### src/verilog/cps_pkg.sv
// constants and types shared by the coprocessor port and suspend controller
// Functional notes
// - finish current and decoded pending instructions and bus cycles before suspending.
// - request suspend waits for coprocessor not busy, then acknowledges.
// - suspend request ignored unless suspend enable bit of config reg zero set.
// - suspend request sampled on the clock edge starting phase 2.
// - at least two clocks from request sampled to acknowledge asserted.
// - at most two further instructions complete before acknowledge.
// - acknowledge drops exactly four clocks after request sampled inactive.
// - request during bus hold acknowledge may or may not suspend.
// - request suspend still grants hold and latches flush, nmi, enabled irq.
// - halt suspends, acknowledge within 17 clocks of halt cycle ready.
// - halt suspend ends only on nmi or unmasked maskable irq.
// - acknowledge drops 12 clocks after sampling the waking interrupt.
// - halt suspend still grants hold and latches flush for later.
// - fully static logic; clock may stop anywhere without state loss.
// - with clock stopped no input is sampled; stays suspended.
// - coprocessor instructions run io cycles to two dedicated addresses.
// - coprocessor cycles read or write, ended by ready, earliest second state.
// - busy, error, operand request sampled at start of phase 1.
// - acknowledge changes only at the start of phase 2.
// - in hold acknowledge keep driving acknowledge and hold ack, float others; only copro_addr floats here, copro_write_out stays driven.
package cps_pkg;
  localparam logic [31:0] COPRO_ADDR_LO  = 32'h800000f8;
  localparam logic [31:0] COPRO_ADDR_HI  = 32'h800000fc;
  localparam int          SUSPEND_REQUEST_N_BIT_POS   = 0;
  localparam int          REQ_MIN_CLKS   = 2;
  localparam int          REQ_EXIT_CLKS  = 4;
  localparam int          HALT_MAX_CLKS  = 17;
  localparam int          HALT_EXIT_CLKS = 12;
  localparam logic [4:0]  CNT_ZERO       = 5'h00;

  typedef enum logic [2:0] {
    CPS_RUN, CPS_DRAIN, CPS_WAIT_IDLE, CPS_SUSPEND_REQUEST_N_REQ, CPS_EXIT_REQ,
    CPS_HALT_ENTER, CPS_SUSPEND_REQUEST_N_HALT, CPS_EXIT_HALT
  } cps_state_t;

  typedef enum logic [1:0] {CPS_IO_IDLE, CPS_IO_T1, CPS_IO_T2} cps_io_state_t;
endpackage : cps_pkg

### src/verilog/cps_copro_if.sv
// synchronized coprocessor status bundle between modules
interface cps_copro_if;
  logic busy;
  logic error;
  logic operand_req;
  modport src (output busy, output error, output operand_req);
  modport dst (input  busy, input  error, input  operand_req);
endinterface : cps_copro_if

### src/verilog/cps_suspend_ctrl.sv
// suspend sequencer with coprocessor handshake, top of the block
module cps_suspend_ctrl
  import cps_pkg::*;
#(
  parameter int MAX_PENDING = 2
) (
  input  wire logic        clk,
  input  wire logic        rst,
  input  wire logic        suspend_request_n,
  input  wire logic [7:0]  config_reg_zero,
  input  wire logic        instr_retire,
  input  wire logic        pipe_empty,
  input  wire logic        halt_instruction,
  input  wire logic        halt_ready_n,
  input  wire logic        nmi,
  input  wire logic        maskable_irq,
  input  wire logic        irq_enable,
  input  wire logic        flush_n,
  input  wire logic        hold_req,
  input  wire logic        bus_hold_ack,
  input  wire logic        copro_busy_n,
  input  wire logic        copro_error_n,
  input  wire logic        copro_operand_req,
  input  wire logic        copro_start,
  input  wire logic        copro_write,
  input  wire logic        copro_use_hi,
  input  wire logic        ready_n,
  output logic             suspend_ack_n,
  output logic             suspend_ack_oe,
  output logic             suspended,
  output logic             fetch_stall,
  output logic             hold_grant_ok,
  output logic             nmi_pending,
  output logic             irq_pending,
  output logic             flush_pending,
  output logic             copro_busy,
  output logic             copro_error,
  output logic             copro_operand_pend,
  output logic             copro_cycle_busy,
  output logic             copro_cycle_done,
  output logic [31:0]      copro_addr,
  output logic             copro_addr_oe,
  output logic             copro_write_out
);
  typedef struct packed {
    logic       phase1;
    cps_state_t state;
    logic [4:0] cnt;
    logic [1:0] retired;
    logic       ack;
    logic       nmi_seen;
    logic       nmi_pend;
    logic       irq_pend;
    logic       flush_pend;
  } cps_top_t;
  cps_top_t st_reg;
  cps_top_t st_next;

  logic phase2;
  logic req_active;
  logic wake;
  logic in_suspend_request_n;
  cps_copro_if copro ();

  // clamp a counter step to five bits
  function automatic logic [4:0] cnt_inc(input logic [4:0] c);
    cnt_inc = (c == 5'h1f) ? c : c + 5'h01;
  endfunction : cnt_inc

  // internal phase toggles every input clock; no clock enable, so a stopped
  // clock freezes everything in place
  assign phase2 = !st_reg.phase1;
  assign req_active = !suspend_request_n && config_reg_zero[SUSPEND_REQUEST_N_BIT_POS];
  assign wake = (nmi && !st_reg.nmi_seen) || (maskable_irq && irq_enable);
  assign in_suspend_request_n = st_reg.state == CPS_SUSPEND_REQUEST_N_REQ || st_reg.state == CPS_SUSPEND_REQUEST_N_HALT;

  always_comb begin
    st_next = st_reg;
    st_next.phase1 = !st_reg.phase1;
    if (st_reg.cnt != 5'h1f) begin
      st_next.cnt = cnt_inc(st_reg.cnt);
    end
    if (phase2) begin
      st_next.nmi_seen = nmi;
      if (in_suspend_request_n || st_reg.state == CPS_EXIT_REQ || st_reg.state == CPS_EXIT_HALT) begin
        if (nmi && !st_reg.nmi_seen && st_reg.state != CPS_SUSPEND_REQUEST_N_HALT) begin
          st_next.nmi_pend = 1'b1;
        end
        if (maskable_irq && irq_enable && st_reg.state == CPS_SUSPEND_REQUEST_N_REQ) begin
          st_next.irq_pend = 1'b1;
        end
        if (!flush_n) begin
          st_next.flush_pend = 1'b1;
        end
      end
      case (st_reg.state)
        CPS_RUN: begin
          if (halt_instruction && !halt_ready_n) begin
            st_next.state = CPS_HALT_ENTER;
            st_next.cnt   = CNT_ZERO;
          end else if (req_active && !bus_hold_ack) begin
            st_next.state   = CPS_DRAIN;
            st_next.cnt     = CNT_ZERO;
            st_next.retired = 2'b00;
          end
        end
        CPS_DRAIN: begin
          if (!req_active) begin
            st_next.state = CPS_RUN;
          end else if (pipe_empty ||
                       st_reg.retired == 2'(MAX_PENDING)) begin
            st_next.state = CPS_WAIT_IDLE;
          end else if (instr_retire) begin
            st_next.retired = st_reg.retired + 2'b01;
          end
        end
        CPS_WAIT_IDLE: begin
          if (!req_active) begin
            st_next.state = CPS_RUN;
          end else if (!copro.busy && !copro_cycle_busy &&
                       st_reg.cnt >= 5'(REQ_MIN_CLKS)) begin
            st_next.state = CPS_SUSPEND_REQUEST_N_REQ;
            st_next.ack   = 1'b1;
          end
        end
        CPS_SUSPEND_REQUEST_N_REQ: begin
          if (suspend_request_n) begin
            st_next.state = CPS_EXIT_REQ;
            st_next.cnt   = CNT_ZERO;
          end
        end
        CPS_EXIT_REQ: begin
          if (st_reg.cnt == 5'(REQ_EXIT_CLKS - 1)) begin
            st_next.ack   = 1'b0;
            st_next.state = CPS_RUN;
          end
        end
        CPS_HALT_ENTER: begin
          if (!copro.busy || st_reg.cnt >= 5'(HALT_MAX_CLKS - 3)) begin
            st_next.state = CPS_SUSPEND_REQUEST_N_HALT;
            st_next.ack   = 1'b1;
          end
        end
        CPS_SUSPEND_REQUEST_N_HALT: begin
          if (wake) begin
            st_next.state = CPS_EXIT_HALT;
            st_next.cnt   = CNT_ZERO;
          end
        end
        CPS_EXIT_HALT: begin
          if (st_reg.cnt == 5'(HALT_EXIT_CLKS - 1)) begin
            st_next.ack   = 1'b0;
            st_next.state = CPS_RUN;
          end
        end
        default: st_next.state = CPS_RUN;
      endcase
    end
    if (st_reg.state == CPS_RUN && !in_suspend_request_n) begin
      st_next.nmi_pend   = st_next.nmi_pend & !(instr_retire && st_reg.nmi_pend);
      st_next.irq_pend   = st_next.irq_pend & !(instr_retire && st_reg.irq_pend);
      st_next.flush_pend = st_next.flush_pend & !(instr_retire && st_reg.flush_pend);
    end
  end

  // state stays in flops only; a stopped clock samples nothing
  always_ff @(posedge clk or posedge rst) begin
    if (rst) begin
      st_reg <= '{phase1: 1'b1, state: CPS_RUN, cnt: CNT_ZERO, retired: 2'b00,
                  ack: 1'b0, nmi_seen: 1'b0, nmi_pend: 1'b0, irq_pend: 1'b0,
                  flush_pend: 1'b0};
    end else begin
      st_reg <= st_next;
    end
  end

  cps_copro_sync u_sync (
    .clk               (clk),
    .rst               (rst),
    .phase1            (st_reg.phase1),
    .copro_busy_n      (copro_busy_n),
    .copro_error_n     (copro_error_n),
    .copro_operand_req (copro_operand_req),
    .sync              (copro.src)
  );

  cps_copro_cycle u_cycle (
    .clk          (clk),
    .rst          (rst),
    .phase1       (st_reg.phase1),
    .start        (copro_start && !in_suspend_request_n),
    .write        (copro_write),
    .use_hi       (copro_use_hi),
    .ready_n      (ready_n),
    .bus_hold_ack (bus_hold_ack),
    .busy         (copro_cycle_busy),
    .done         (copro_cycle_done),
    .addr         (copro_addr),
    .addr_oe      (copro_addr_oe),
    .write_out    (copro_write_out)
  );

  assign suspend_ack_n      = !st_reg.ack;
  assign suspend_ack_oe     = 1'b1;
  assign suspended          = st_reg.ack;
  assign fetch_stall        = st_reg.state != CPS_RUN;
  assign hold_grant_ok      = hold_req;
  assign nmi_pending        = st_reg.nmi_pend;
  assign irq_pending        = st_reg.irq_pend;
  assign flush_pending      = st_reg.flush_pend;
  assign copro_busy         = copro.busy;
  assign copro_error        = copro.error;
  assign copro_operand_pend = copro.operand_req;

  ack_phase_a: assert property (@(posedge clk) disable iff (rst)
    $changed(st_reg.ack) |-> st_reg.phase1)
    else $error("acknowledge changed outside phase 2 edge");
  ack_enable_a: assert property (@(posedge clk) disable iff (rst)
    !config_reg_zero[SUSPEND_REQUEST_N_BIT_POS] && st_reg.state == CPS_RUN && !halt_instruction
    |=> st_reg.state == CPS_RUN)
    else $error("suspend entered while disabled");
  ack_busy_a: assert property (@(posedge clk) disable iff (rst)
    $rose(st_reg.ack) && $past(st_reg.state) == CPS_WAIT_IDLE |-> !$past(copro.busy))
    else $error("acknowledge while coprocessor busy");
  ack_min_a: assert property (@(posedge clk) disable iff (rst)
    $rose(st_reg.ack) && $past(st_reg.state) == CPS_WAIT_IDLE
    |-> !$past(st_reg.state == CPS_RUN, 2))
    else $error("acknowledge sooner than two clocks");
  req_exit_a: assert property (@(posedge clk) disable iff (rst)
    st_reg.state == CPS_SUSPEND_REQUEST_N_REQ && suspend_request_n && phase2
    |-> st_reg.ack [*5] ##1 !st_reg.ack)
    else $error("acknowledge not dropped four clocks after release");
  halt_entry_a: assert property (@(posedge clk) disable iff (rst)
    st_reg.state == CPS_RUN && phase2 && halt_instruction && !halt_ready_n
    |-> ##[1:17] st_reg.ack)
    else $error("halt acknowledge later than 17 clocks");
  halt_exit_a: assert property (@(posedge clk) disable iff (rst)
    st_reg.state == CPS_SUSPEND_REQUEST_N_HALT && phase2 && wake
    |-> st_reg.ack [*8] ##1 st_reg.ack [*5] ##1 !st_reg.ack)
    else $error("halt acknowledge not dropped after 12 clocks");
  halt_stay_a: assert property (@(posedge clk) disable iff (rst)
    st_reg.state == CPS_SUSPEND_REQUEST_N_HALT && !wake |=> st_reg.ack)
    else $error("halt suspend left without interrupt");
  flush_latch_a: assert property (@(posedge clk) disable iff (rst)
    in_suspend_request_n && phase2 && !flush_n |=> st_reg.flush_pend)
    else $error("flush lost during suspend");

  suspend_request_n_ack_a: assert property (@(posedge clk) disable iff (rst)
    in_suspend_request_n |-> st_reg.ack)
    else $error("acknowledge missing while suspended");

  exit_ack_a: assert property (@(posedge clk) disable iff (rst)
    st_reg.state == CPS_EXIT_REQ || st_reg.state == CPS_EXIT_HALT |-> st_reg.ack)
    else $error("acknowledge dropped before exit delay");

  run_ack_a: assert property (@(posedge clk) disable iff (rst)
    st_reg.state == CPS_RUN || st_reg.state == CPS_DRAIN ||
    st_reg.state == CPS_WAIT_IDLE || st_reg.state == CPS_HALT_ENTER |-> !st_reg.ack)
    else $error("acknowledge outside suspend");

  stall_ack_a: assert property (@(posedge clk) disable iff (rst)
    st_reg.ack |-> fetch_stall)
    else $error("fetching while acknowledged");

  drain_abort_a: assert property (@(posedge clk) disable iff (rst)
    st_reg.state == CPS_DRAIN && phase2 && !req_active |=> st_reg.state == CPS_RUN)
    else $error("withdrawn request not abandoned");

  hold_refuse_a: assert property (@(posedge clk) disable iff (rst)
    st_reg.state == CPS_RUN && phase2 && bus_hold_ack && !(halt_instruction && !halt_ready_n)
    |=> st_reg.state == CPS_RUN)
    else $error("request taken during hold");

  halt_take_a: assert property (@(posedge clk) disable iff (rst)
    st_reg.state == CPS_RUN && phase2 && halt_instruction && !halt_ready_n
    |=> st_reg.state == CPS_HALT_ENTER)
    else $error("halt cycle not taken");

  req_take_a: assert property (@(posedge clk) disable iff (rst)
    st_reg.state == CPS_RUN && phase2 && req_active && !bus_hold_ack && !halt_instruction
    |=> st_reg.state == CPS_DRAIN)
    else $error("request not taken on phase 2 edge");

  phase1_idle_a: assert property (@(posedge clk) disable iff (rst)
    !phase2 && st_reg.state == CPS_RUN |=> st_reg.state == CPS_RUN)
    else $error("request taken on phase 1 edge");

  retire_cap_a: assert property (@(posedge clk) disable iff (rst)
    st_reg.retired <= 2'(MAX_PENDING))
    else $error("more than allowed instructions drained");

  wait_busy_a: assert property (@(posedge clk) disable iff (rst)
    st_reg.state == CPS_WAIT_IDLE && phase2 && copro.busy |=> !st_reg.ack)
    else $error("acknowledge while coprocessor busy");

  wait_min_a: assert property (@(posedge clk) disable iff (rst)
    st_reg.state == CPS_WAIT_IDLE && phase2 && st_reg.cnt < 5'(REQ_MIN_CLKS)
    |=> !st_reg.ack)
    else $error("acknowledge before minimum delay");

  irq_latch_a: assert property (@(posedge clk) disable iff (rst)
    st_reg.state == CPS_SUSPEND_REQUEST_N_REQ && phase2 && maskable_irq && irq_enable
    |=> st_reg.irq_pend)
    else $error("enabled interrupt lost during suspend");

  nmi_latch_a: assert property (@(posedge clk) disable iff (rst)
    st_reg.state == CPS_SUSPEND_REQUEST_N_REQ && phase2 && nmi && !st_reg.nmi_seen
    |=> st_reg.nmi_pend)
    else $error("nmi lost during suspend");

  halt_irq_a: assert property (@(posedge clk) disable iff (rst)
    st_reg.state == CPS_SUSPEND_REQUEST_N_HALT |=> $stable(st_reg.irq_pend))
    else $error("interrupt latched instead of waking");

  halt_flush_a: assert property (@(posedge clk) disable iff (rst)
    st_reg.state == CPS_SUSPEND_REQUEST_N_HALT && phase2 && !flush_n |=> st_reg.flush_pend)
    else $error("flush lost during halt suspend");

  halt_wake_a: assert property (@(posedge clk) disable iff (rst)
    st_reg.state == CPS_SUSPEND_REQUEST_N_HALT && phase2 && wake |=> st_reg.state == CPS_EXIT_HALT)
    else $error("waking interrupt ignored");

  halt_force_a: assert property (@(posedge clk) disable iff (rst)
    st_reg.state == CPS_HALT_ENTER && phase2 && st_reg.cnt >= 5'(HALT_MAX_CLKS - 3)
    |=> st_reg.ack)
    else $error("halt entry not forced in time");

  copro_gate_a: assert property (@(posedge clk) disable iff (rst)
    in_suspend_request_n && !copro_cycle_busy |=> !copro_cycle_busy)
    else $error("coprocessor cycle started while suspended");

  req_release_a: assert property (@(posedge clk) disable iff (rst)
    st_reg.state == CPS_SUSPEND_REQUEST_N_REQ && phase2 && suspend_request_n
    |=> st_reg.state == CPS_EXIT_REQ)
    else $error("released request not seen");

  // a drain cut short by a withdrawn request must land back in run
  drain_abort_c: cover property (@(posedge clk) disable iff (rst)
    st_reg.state == CPS_DRAIN ##1 st_reg.state == CPS_RUN);
  wait_busy_c: cover property (@(posedge clk) disable iff (rst)
    st_reg.state == CPS_WAIT_IDLE && copro.busy);

  req_suspend_request_n_c: cover property (@(posedge clk) disable iff (rst)
    st_reg.state == CPS_EXIT_REQ ##4 st_reg.state == CPS_RUN);
  halt_suspend_request_n_c: cover property (@(posedge clk) disable iff (rst)
    st_reg.state == CPS_EXIT_HALT ##12 st_reg.state == CPS_RUN);
  copro_cyc_c: cover property (@(posedge clk) disable iff (rst) copro_cycle_done);
endmodule : cps_suspend_ctrl

### src/verilog/cps_copro_sync.sv
// two-stage synchronizer for the coprocessor status inputs, sampled in phase 1
module cps_copro_sync
  import cps_pkg::*;
(
  input  wire logic clk,
  input  wire logic rst,
  input  wire logic phase1,
  input  wire logic copro_busy_n,
  input  wire logic copro_error_n,
  input  wire logic copro_operand_req,
  cps_copro_if.src  sync
);
  typedef struct packed {
    logic [2:0] meta;
    logic [2:0] stable;
  } cps_sync_t;
  cps_sync_t st_reg;
  cps_sync_t st_next;

  always_comb begin
    st_next = st_reg;
    if (phase1) begin
      st_next.meta   = {~copro_busy_n, ~copro_error_n, copro_operand_req};
      st_next.stable = st_reg.meta;
    end
  end

  always_ff @(posedge clk or posedge rst) begin
    if (rst) begin
      st_reg <= '0;
    end else begin
      st_reg <= st_next;
    end
  end

  assign sync.busy        = st_reg.stable[2];
  assign sync.error       = st_reg.stable[1];
  assign sync.operand_req = st_reg.stable[0];
endmodule : cps_copro_sync

### src/verilog/cps_copro_cycle.sv
// automatic io cycle sequencer to the two coprocessor addresses
module cps_copro_cycle
  import cps_pkg::*;
(
  input  wire logic        clk,
  input  wire logic        rst,
  input  wire logic        phase1,
  input  wire logic        start,
  input  wire logic        write,
  input  wire logic        use_hi,
  input  wire logic        ready_n,
  input  wire logic        bus_hold_ack,
  output logic             busy,
  output logic             done,
  output logic [31:0]      addr,
  output logic             addr_oe,
  output logic             write_out
);
  typedef struct packed {
    cps_io_state_t io;
    logic [31:0]   addr;
    logic          wr;
    logic          done;
  } cps_cyc_t;
  cps_cyc_t st_reg;
  cps_cyc_t st_next;

  always_comb begin
    st_next = st_reg;
    st_next.done = 1'b0;
    if (phase1) begin
      case (st_reg.io)
        CPS_IO_IDLE: begin
          if (start && !bus_hold_ack) begin
            st_next.io   = CPS_IO_T1;
            st_next.addr = use_hi ? COPRO_ADDR_HI : COPRO_ADDR_LO;
            st_next.wr   = write;
          end
        end
        CPS_IO_T1: st_next.io = CPS_IO_T2;
        CPS_IO_T2: begin
          if (!ready_n) begin
            st_next.io   = CPS_IO_IDLE;
            st_next.done = 1'b1;
          end
        end
        default: st_next.io = CPS_IO_IDLE;
      endcase
    end
  end

  always_ff @(posedge clk or posedge rst) begin
    if (rst) begin
      st_reg <= '{io: CPS_IO_IDLE, addr: 32'h00000000, wr: 1'b0, done: 1'b0};
    end else begin
      st_reg <= st_next;
    end
  end

  assign busy      = st_reg.io != CPS_IO_IDLE;
  assign done      = st_reg.done;
  assign addr      = st_reg.addr;
  assign addr_oe   = !bus_hold_ack;
  assign write_out = st_reg.wr;

  copro_ready_a: assert property (@(posedge clk) disable iff (rst)
    (st_reg.io == CPS_IO_T1 && phase1) |=> !done)
    else $error("coprocessor cycle ended in first state");
  copro_addr_a: assert property (@(posedge clk) disable iff (rst)
    busy |-> (addr == COPRO_ADDR_LO || addr == COPRO_ADDR_HI))
    else $error("coprocessor cycle at wrong address");
endmodule : cps_copro_cycle

### config.mk
export PLATFORM = sky130hd
export DESIGN_NAME = cps_suspend_ctrl
export DESIGN_NICKNAME = d
export VERILOG_FILES = /design/src/verilog/cps_pkg.sv /design/src/verilog/cps_copro_if.sv /design/src/verilog/cps_suspend_ctrl.sv /design/src/verilog/cps_copro_sync.sv /design/src/verilog/cps_copro_cycle.sv
export SDC_FILE = /design/constraint.sdc
export NUM_CORES = 1
export LEC_CHECK = 0
export BUFFER_PORTS_ARGS = -buffer_cell sky130_fd_sc_hd__buf_2
export CORE_MARGIN = 10
export CORE_UTILIZATION = 35
export DETAILED_ROUTE_END_ITERATION = 12
export HOLD_SLACK_MARGIN = 0.12
export PLACE_DENSITY_LB_ADDON = 0.08
export SLEW_MARGIN = 0
export SYNTH_ARGS = -nofsm -noshare
export SYNTH_HDL_FRONTEND = slang
export SYNTH_SLANG_ARGS = --single-unit
### constraint.sdc
create_clock -name clk -period 1.9 [get_ports clk]
set_clock_uncertainty 0.2 [all_clocks]
set_input_delay 0.095 -clock clk [delete_from_list [all_inputs] [get_ports clk]]
set_output_delay 0.095 -clock clk [all_outputs]
set_load 0.03 [all_outputs]
## Word-level counts from Yosys, hierarchy flattened

Index checks and enable logic that the tools add are counted.

| cells by class | value |
|---|---|
| $add $sub $neg | 2 |
| equality and inequality tests | 32 |
| order comparisons | 2 |
| mux-type cells | 39 |
| bitwise operators | 6 |
| reductions and logical operators | 44 |

Operators by type and width:

| operator | count |
|---|---|
| $mux 35 | 1 |
| $mux 3 | 10 |
| $mux 8 | 3 |
| $pmux 3 s8 | 1 |
| $ne 2x2->1 const B | 11 |
| $logic_and 1x1->1 | 15 |
| $pmux 5 s3 | 1 |
| $reduce_and 7->1 | 2 |
| $eq 3x3->1 const B | 4 |
| $logic_not 1->1 | 12 |
| $mux 12 | 1 |
| $ne 3x3->1 const B | 4 |
| $mux 1 | 11 |
| $mux 10 | 1 |
| $mux 2 | 5 |
| $mux 5 | 2 |
| $reduce_and 9->1 | 1 |
| $eq 3x2->1 const B | 2 |
| $logic_or 1x1->1 | 6 |
| $ne 2x1->1 const B | 3 |
| $pmux 2 s3 | 1 |
| $reduce_and 3->1 | 2 |
| $add 5x1->5 const B | 1 |
| $eq 5x2->1 const B | 1 |
| other kinds (18) | 24 |

| storage, ports and cells | value |
|---|---|
| bits of input ports | 28 |
| output and inout bits | 47 |
| word-level logic and storage cells | 140 |
| flip-flop bits (word level) | 58 |

## Logic depth before layout (Yosys ltp)

| logic depth | value |
|---|---|
| depth after elaboration | 10 |
| mapped depth | 7 |
| gate-level depth less buffers | 7 |

## Cells and area by module

A second synthesis with hierarchy kept.

| unflattened totals | value |
|---|---|
| cell total of the unflattened synthesis | 185 |
| area, all modules | 1788.0 um^2 |

Modules (own cells, without submodules):

| module | sequential area each (um^2) | instances | area an instance (um^2) | cells an instance |
|---|---|---|---|---|
| cps_suspend_ctrl | 401.6 | 1 | 1037.2 | 115 |
| cps_copro_cycle | 150.1 | 1 | 503.0 | 54 |
| cps_copro_sync | 150.1 | 1 | 247.7 | 16 |

## Worst setup path after synthesis

Ideal clock, no wire load.

| timing path | value |
|---|---|
| kind | reg2reg |
| from | reg st_reg[8] in the netlist's numbering |
| to | reg st_reg, in the netlist suspended |
| cell stages (with the launch flop) | 7 |
| slack | -0.035 ns |
| arrival time | 1.624 ns |
| setup time | 0.111 ns |
| clock period less this slack | 1.935 ns |
| required time | 1.589 ns |
| path buffers | 0 |
| cells stage by stage | dfrtp_1 -> ha_1 -> nor4b_2 -> o41ai_2 -> a21oi_1 -> o2bb2ai_1 -> a222oi_1 |

| on the way | value |
|---|---|
| word-level cells in the longest chain between the ends | 4 |
| elaborated cells between the ends (all ways) | 11 |
| those cells by class | 2 x order compare; 6 x eq/ne; 3 x reduce/logical |

RTL lines:

| what | RTL line | text |
|---|---|---|
| start: declaration | cps_suspend_ctrl.sv:56 | `cps_top_t st_reg;` |
| start signal: assignment | cps_suspend_ctrl.sv:169 | `st_reg <= '{phase1: 1'b1, state: CPS_RUN, cnt: CNT_ZERO, retired: 2'b00,` |
| start signal: assignment | cps_suspend_ctrl.sv:173 | `st_reg <= st_next;` |
| $ge 5x2->1 or $ge 5x4->1 (tied branches) | cps_suspend_ctrl.sv:121, cps_suspend_ctrl.sv:139 |  |
| $logic_and 1x1->1 or $logic_or 1x1->1 (tied branches) | cps_suspend_ctrl.sv:120, cps_suspend_ctrl.sv:139 |  |
| $ne 2x2->1 (no source line) | -- |  |
| $reduce_and 7->1 (no source line) (*) | -- |  |

Mark *: on every way between the ends. The rest lies on a longest branch, timed or not.
A chain may end at the register's enable or synchronous reset.

## Final worst setup path

| timing path | value |
|---|---|
| from | reg st_reg[7] in the netlist's numbering |
| to | reg st_reg, in the netlist suspended |

The elaborated chain is that of the path after synthesis.

==> out/summary.json <==
{
  "status": {"value": "complete, but fails checks"},
  "violations": {"value": "setup timing"},
  "antenna_cells": {"value": 0},
  "hold_violations": {"value": 0},
  "placed_cell_area": {"value": 2180, "unit": "um^2"},
  "post_route_setup_tns": {"value": -0.155, "unit": "ns"},
  "detail_routed_net_length_per_standard_cell": {"value": 14.6, "unit": "um"},
  "async_reset_ff_share": {"value": 100, "unit": "%"},
  "worstHoldPathType": {"value": "input port to register"},
  "final_cell_area": {"value": 2520, "unit": "um^2"},
  "fin_worst_setup_slack": {"value": -0.0587, "unit": "ns"},
  "synth_enable_flop_cells": {"value": 0},
  "syn_avg_cell_area": {"value": 9.70, "unit": "um^2"},
  "first_pass_grt_wire_length": {"value": 8040, "unit": "um"},
  "htreeDepth": {"value": 1},
  "portBuffers": {"value": 39},
  "yosys_warn_count": {"value": 0},
  "drtIter0Drc": {"value": 64},
  "critical_path.max_fanout": {"value": 2},
  "p_clk_share": {"value": 16.5, "unit": "%"},
  "post-place-ws": {"value": -0.0877, "unit": "ns"},
  "drive_gt1_share": {"value": 40.7, "unit": "%"},
  "post_synth_instance_area": {"value": 1870, "unit": "um^2"},
  "timing.critical_path.to_type": {"value": "register"},
  "setup_viol": {"value": 3},
  "power.combinational.fraction": {"value": 52.3, "unit": "%"},
  "cts_made_buffers": {"value": 3},
  "setup.worst_path.start_class": {"value": "register"},
  "sequential_fraction_of_design_power": {"value": 31.2, "unit": "%"},
  "detailed_routing_iteration_count_for_the_pre_antenna_repair_pass": {"value": 4},
  "via_count_of_the_first_global_routing_pass": {"value": 1688},
  "dr_total_vias": {"value": 1562},
  "drt-total-wl": {"value": 4920, "unit": "um"},
  "drt.antenna.violating_nets": {"value": 0},
  "number_of_i_o_pins": {"value": 75},
  "register_area": {"value": 704, "unit": "um^2"},
  "antenna_found_initial": {"value": 0},
  "number_of_clock_sinks": {"value": 28},
  "ys_types": {"value": 53},
  "multi_input_area": {"value": 993, "unit": "um^2"},
  "route.detailed.vias_per_inst": {"value": 4.62},
  "die_height": {"value": 93.2, "unit": "um"},
  "clk_latency": {"value": 0.28, "unit": "ns"},
  "synth_adder_area_share": {"value": 2.00, "unit": "%"},
  "final_max_slew_viols": {"value": 0},
  "nets": {"value": 300},
  "synth_flop_cell": {"value": "sky130_fd_sc_hd__dfrtp_1"},
  "cell_depth_of_the_worst_hold_path": {"value": 4},
  "core": {"value": 5140, "unit": "um^2"},
  "cellInternalPower": {"value": 1.69, "unit": "mW"},
  "muxShareOfSynthArea": {"value": 4.74, "unit": "%"},
  "synthesis.instances": {"value": 193},
  "largest_reg_flops": {"value": 12},
  "seq_area_frac_synth": {"value": 37.5, "unit": "%"},
  "drv_cap": {"value": 0},
  "place.detailed.hpwl": {"value": 3800, "unit": "um"},
  "finalWeightedCongestion": {"value": 0.828},
  "whs": {"value": 0.155, "unit": "ns"},
  "setup_repair_after_global_routing_missed_its_margin": {"value": "yes"},
  "grt_usage": {"value": 11.2, "unit": "%"},
  "period_share": {"value": 103, "unit": "%"},
  "synth_xor_xnor_area_share": {"value": 1.87, "unit": "%"},
  "tritoncts_clock_tree": {"value": "yes"},
  "worstRegToRegCells": {"value": 7},
  "switching_power": {"value": 1.22, "unit": "mW"},
  "power_switching_share": {"value": 42.0, "unit": "%"},
  "powerDensity": {"value": 1150, "unit": "nW/um^2"},
  "drc_errors": {"value": 0},
  "fill_cells": {"value": 544},
  "dominant_combinational_cell_family_by_area_after_synthesis": {"value": "buffers and inverters"},
  "synth-compound-area-share": {"value": 17.4, "unit": "%"},
  "area_delta_synth_final": {"value": 34.7, "unit": "%"},
  "cp.required": {"value": 1.87, "unit": "ns"},
  "cts-root-buf": {"value": "sky130_fd_sc_hd__clkbuf_8"},
  "dieArea": {"value": 8680, "unit": "um^2"},
  "synth-seq-cells": {"value": 28},
  "overflow": {"value": 0},
  "synth-simple-area-share": {"value": 17.2, "unit": "%"},
  "effective_utilization_at_floorplan": {"value": 36.4, "unit": "%"},
  "achievable-frequency": {"value": 511, "unit": "MHz"},
  "crit_type": {"value": "register to register"},
  "cts.clk_slew.worst_paths": {"value": 0.10, "unit": "ns"},
  "cts_buffer_depth": {"value": 2},
  "chipWidth": {"value": 93.2, "unit": "um"},
  "min_period": {"value": 1.96, "unit": "ns"},
  "number_of_rows_in_the_core_area": {"value": 26},
  "vdd.ir_drop.worst": {"value": 479, "unit": "uV"},
  "worst_ep_arrival_time": {"value": 1.93, "unit": "ns"},
  "p_leak": {"value": 1.17, "unit": "nW"},
  "grt_start_max_net_pins": {"value": 29}
}
==> through the flow <==
stage | instances | util [%] | power (mW)
3_5_place_dp | 314 | 42.5 | 2.30
4_1_cts | 336 | 48.1 | 2.88
5_1_grt | 338 | 49.1 | 3.11
6_report | 338 | 49.1 | 2.91
3_3_place_gp | 314 | 42.5 | 2.27
2_1_floorplan | 217 | - | 1.86
==> final timing paths <==
path | startpoint | end | slack [ns]
worst max-delay path | st_reg[7] | suspended | -0.06
worst min-delay path | halt_instruction | st_reg[6] | 0.15
worst max register to register | st_reg[7] | suspended | -0.06
worst min register to register | flush_pending | flush_pending | 0.29
max in group asynchronous | rst | st_reg[15] | 0.96
min in group asynchronous | rst | u_sync.sync.error | 0.23
==> synth_stat cells, types with 3 or more instances <==
| cell | number | area (um^2) |
|---|---|---|
| sky130_fd_sc_hd__nand3_1 | 6 | 30.0 |
| sky130_fd_sc_hd__buf_4 | 35 | 263 |
| sky130_fd_sc_hd__ha_1 | 3 | 37.5 |
| sky130_fd_sc_hd__nor3_1 | 4 | 20.0 |
| sky130_fd_sc_hd__o31ai_1 | 3 | 22.5 |
| sky130_fd_sc_hd__nand2_1 | 12 | 45.0 |
| sky130_fd_sc_hd__a21oi_1 | 11 | 55.1 |
| sky130_fd_sc_hd__dfrtp_1 | 27 | 676 |
| sky130_fd_sc_hd__inv_1 | 11 | 41.3 |
| sky130_fd_sc_hd__nor2_1 | 11 | 41.3 |
| sky130_fd_sc_hd__o21ai_0 | 5 | 25.0 |
| sky130_fd_sc_hd__clkbuf_1 | 3 | 11.3 |
| sky130_fd_sc_hd__nand2b_1 | 4 | 25.0 |
| sky130_fd_sc_hd__nand4_1 | 3 | 18.8 |
| sky130_fd_sc_hd__mux2_2 | 7 | 78.8 |
==> per-layer routing <==
layer  track usage, %  part of all wire, %
met1             12.0                   40
met2             20.6                   53
met3             3.12                  5.6
met4             3.86                  1.2
met5                0                    0
==> final cells by class <==
cell class / instances / share of cell area (%)
timing repair buffer: 89 / 24.6
inverter: 12 / 1.79
sequential: 28 / 27.9
clock inverter: 1 / 1.19
clock buffer: 3 / 1.64
multi-input combinational: 135 / 39.4
tap: 70 / 3.47
==> worst max-delay path, cell delays in order (launching register included) <==
cell and delay [ns]:
sky130_fd_sc_hd__dfrtp_1 0.40, sky130_fd_sc_hd__buf_6 0.13, sky130_fd_sc_hd__ha_4 0.15, sky130_fd_sc_hd__nor4b_4 0.13, sky130_fd_sc_hd__o41ai_4 0.31, sky130_fd_sc_hd__a21oi_2 0.08
sky130_fd_sc_hd__o2bb2ai_1 0.14, sky130_fd_sc_hd__a222oi_1 0.32
==> logic make-up after synthesis <==
group,Yosys count
flip-flops,28
multiplexers,8
AO/OA/AOI/OAI,41
XOR/XNOR,4
adder cells (fa/ha/maj),3
buffers and inverters,54
AND/OR/NAND/NOR,53
other,2
==> power by group through the flow <==
stage               clock network (mW)  logic [mW]  registers (mW)
floorplan                            0       0.919           0.939
global placement                     0        1.36           0.908
detailed placement                   0        1.38           0.919
CTS                              0.500        1.48           0.908
global route                     0.524        1.66           0.931
finish                           0.481        1.52           0.909
==> placed cells by master, fill, tap and decap left out, types with 2 or more instances in the layout <==
| cell | count |
|---|---|
| sky130_fd_sc_hd__xnor2_1 | 2 |
| sky130_fd_sc_hd__buf_4 | 31 |
| sky130_fd_sc_hd__a21o_1 | 2 |
| sky130_fd_sc_hd__conb_1 | 26 |
| sky130_fd_sc_hd__o31ai_1 | 3 |
| sky130_fd_sc_hd__nand3_1 | 6 |
| sky130_fd_sc_hd__buf_6 | 2 |
| sky130_fd_sc_hd__o21ai_0 | 5 |
| sky130_fd_sc_hd__dfrtp_2 | 2 |
| sky130_fd_sc_hd__a211oi_4 | 2 |
| sky130_fd_sc_hd__nor3_2 | 2 |
| sky130_fd_sc_hd__nand4_1 | 3 |
| sky130_fd_sc_hd__o2bb2ai_1 | 2 |
| sky130_fd_sc_hd__clkbuf_8 | 3 |
| sky130_fd_sc_hd__nor3_1 | 4 |
| sky130_fd_sc_hd__dfrtp_1 | 25 |
| sky130_fd_sc_hd__xor2_1 | 2 |
| sky130_fd_sc_hd__nand2b_1 | 4 |
| sky130_fd_sc_hd__nor2_1 | 10 |
| sky130_fd_sc_hd__a31o_1 | 2 |
| sky130_fd_sc_hd__inv_1 | 11 |
| sky130_fd_sc_hd__mux2_2 | 7 |
| sky130_fd_sc_hd__a21oi_2 | 2 |
| sky130_fd_sc_hd__nor4_4 | 2 |
| sky130_fd_sc_hd__buf_2 | 39 |
| sky130_fd_sc_hd__a21oi_1 | 9 |
| sky130_fd_sc_hd__nand2_1 | 12 |
| sky130_fd_sc_hd__a211o_1 | 2 |
| sky130_fd_sc_hd__dlygate4sd3_1 | 17 |
==> repair_timing <==
| action | in CTS | in global routing |
|---|---|---|
| pin swaps | 3 | 5 |
| gates resized for setup | 7 | 6 |
| hold endpoints to repair | 44 | 0 |
| setup buffers | 1 | 2 |
| hold buffers | 17 | 0 |
| endpoints found under the setup margin | 4 | 9 |
(Power assumes the default switching activity.)
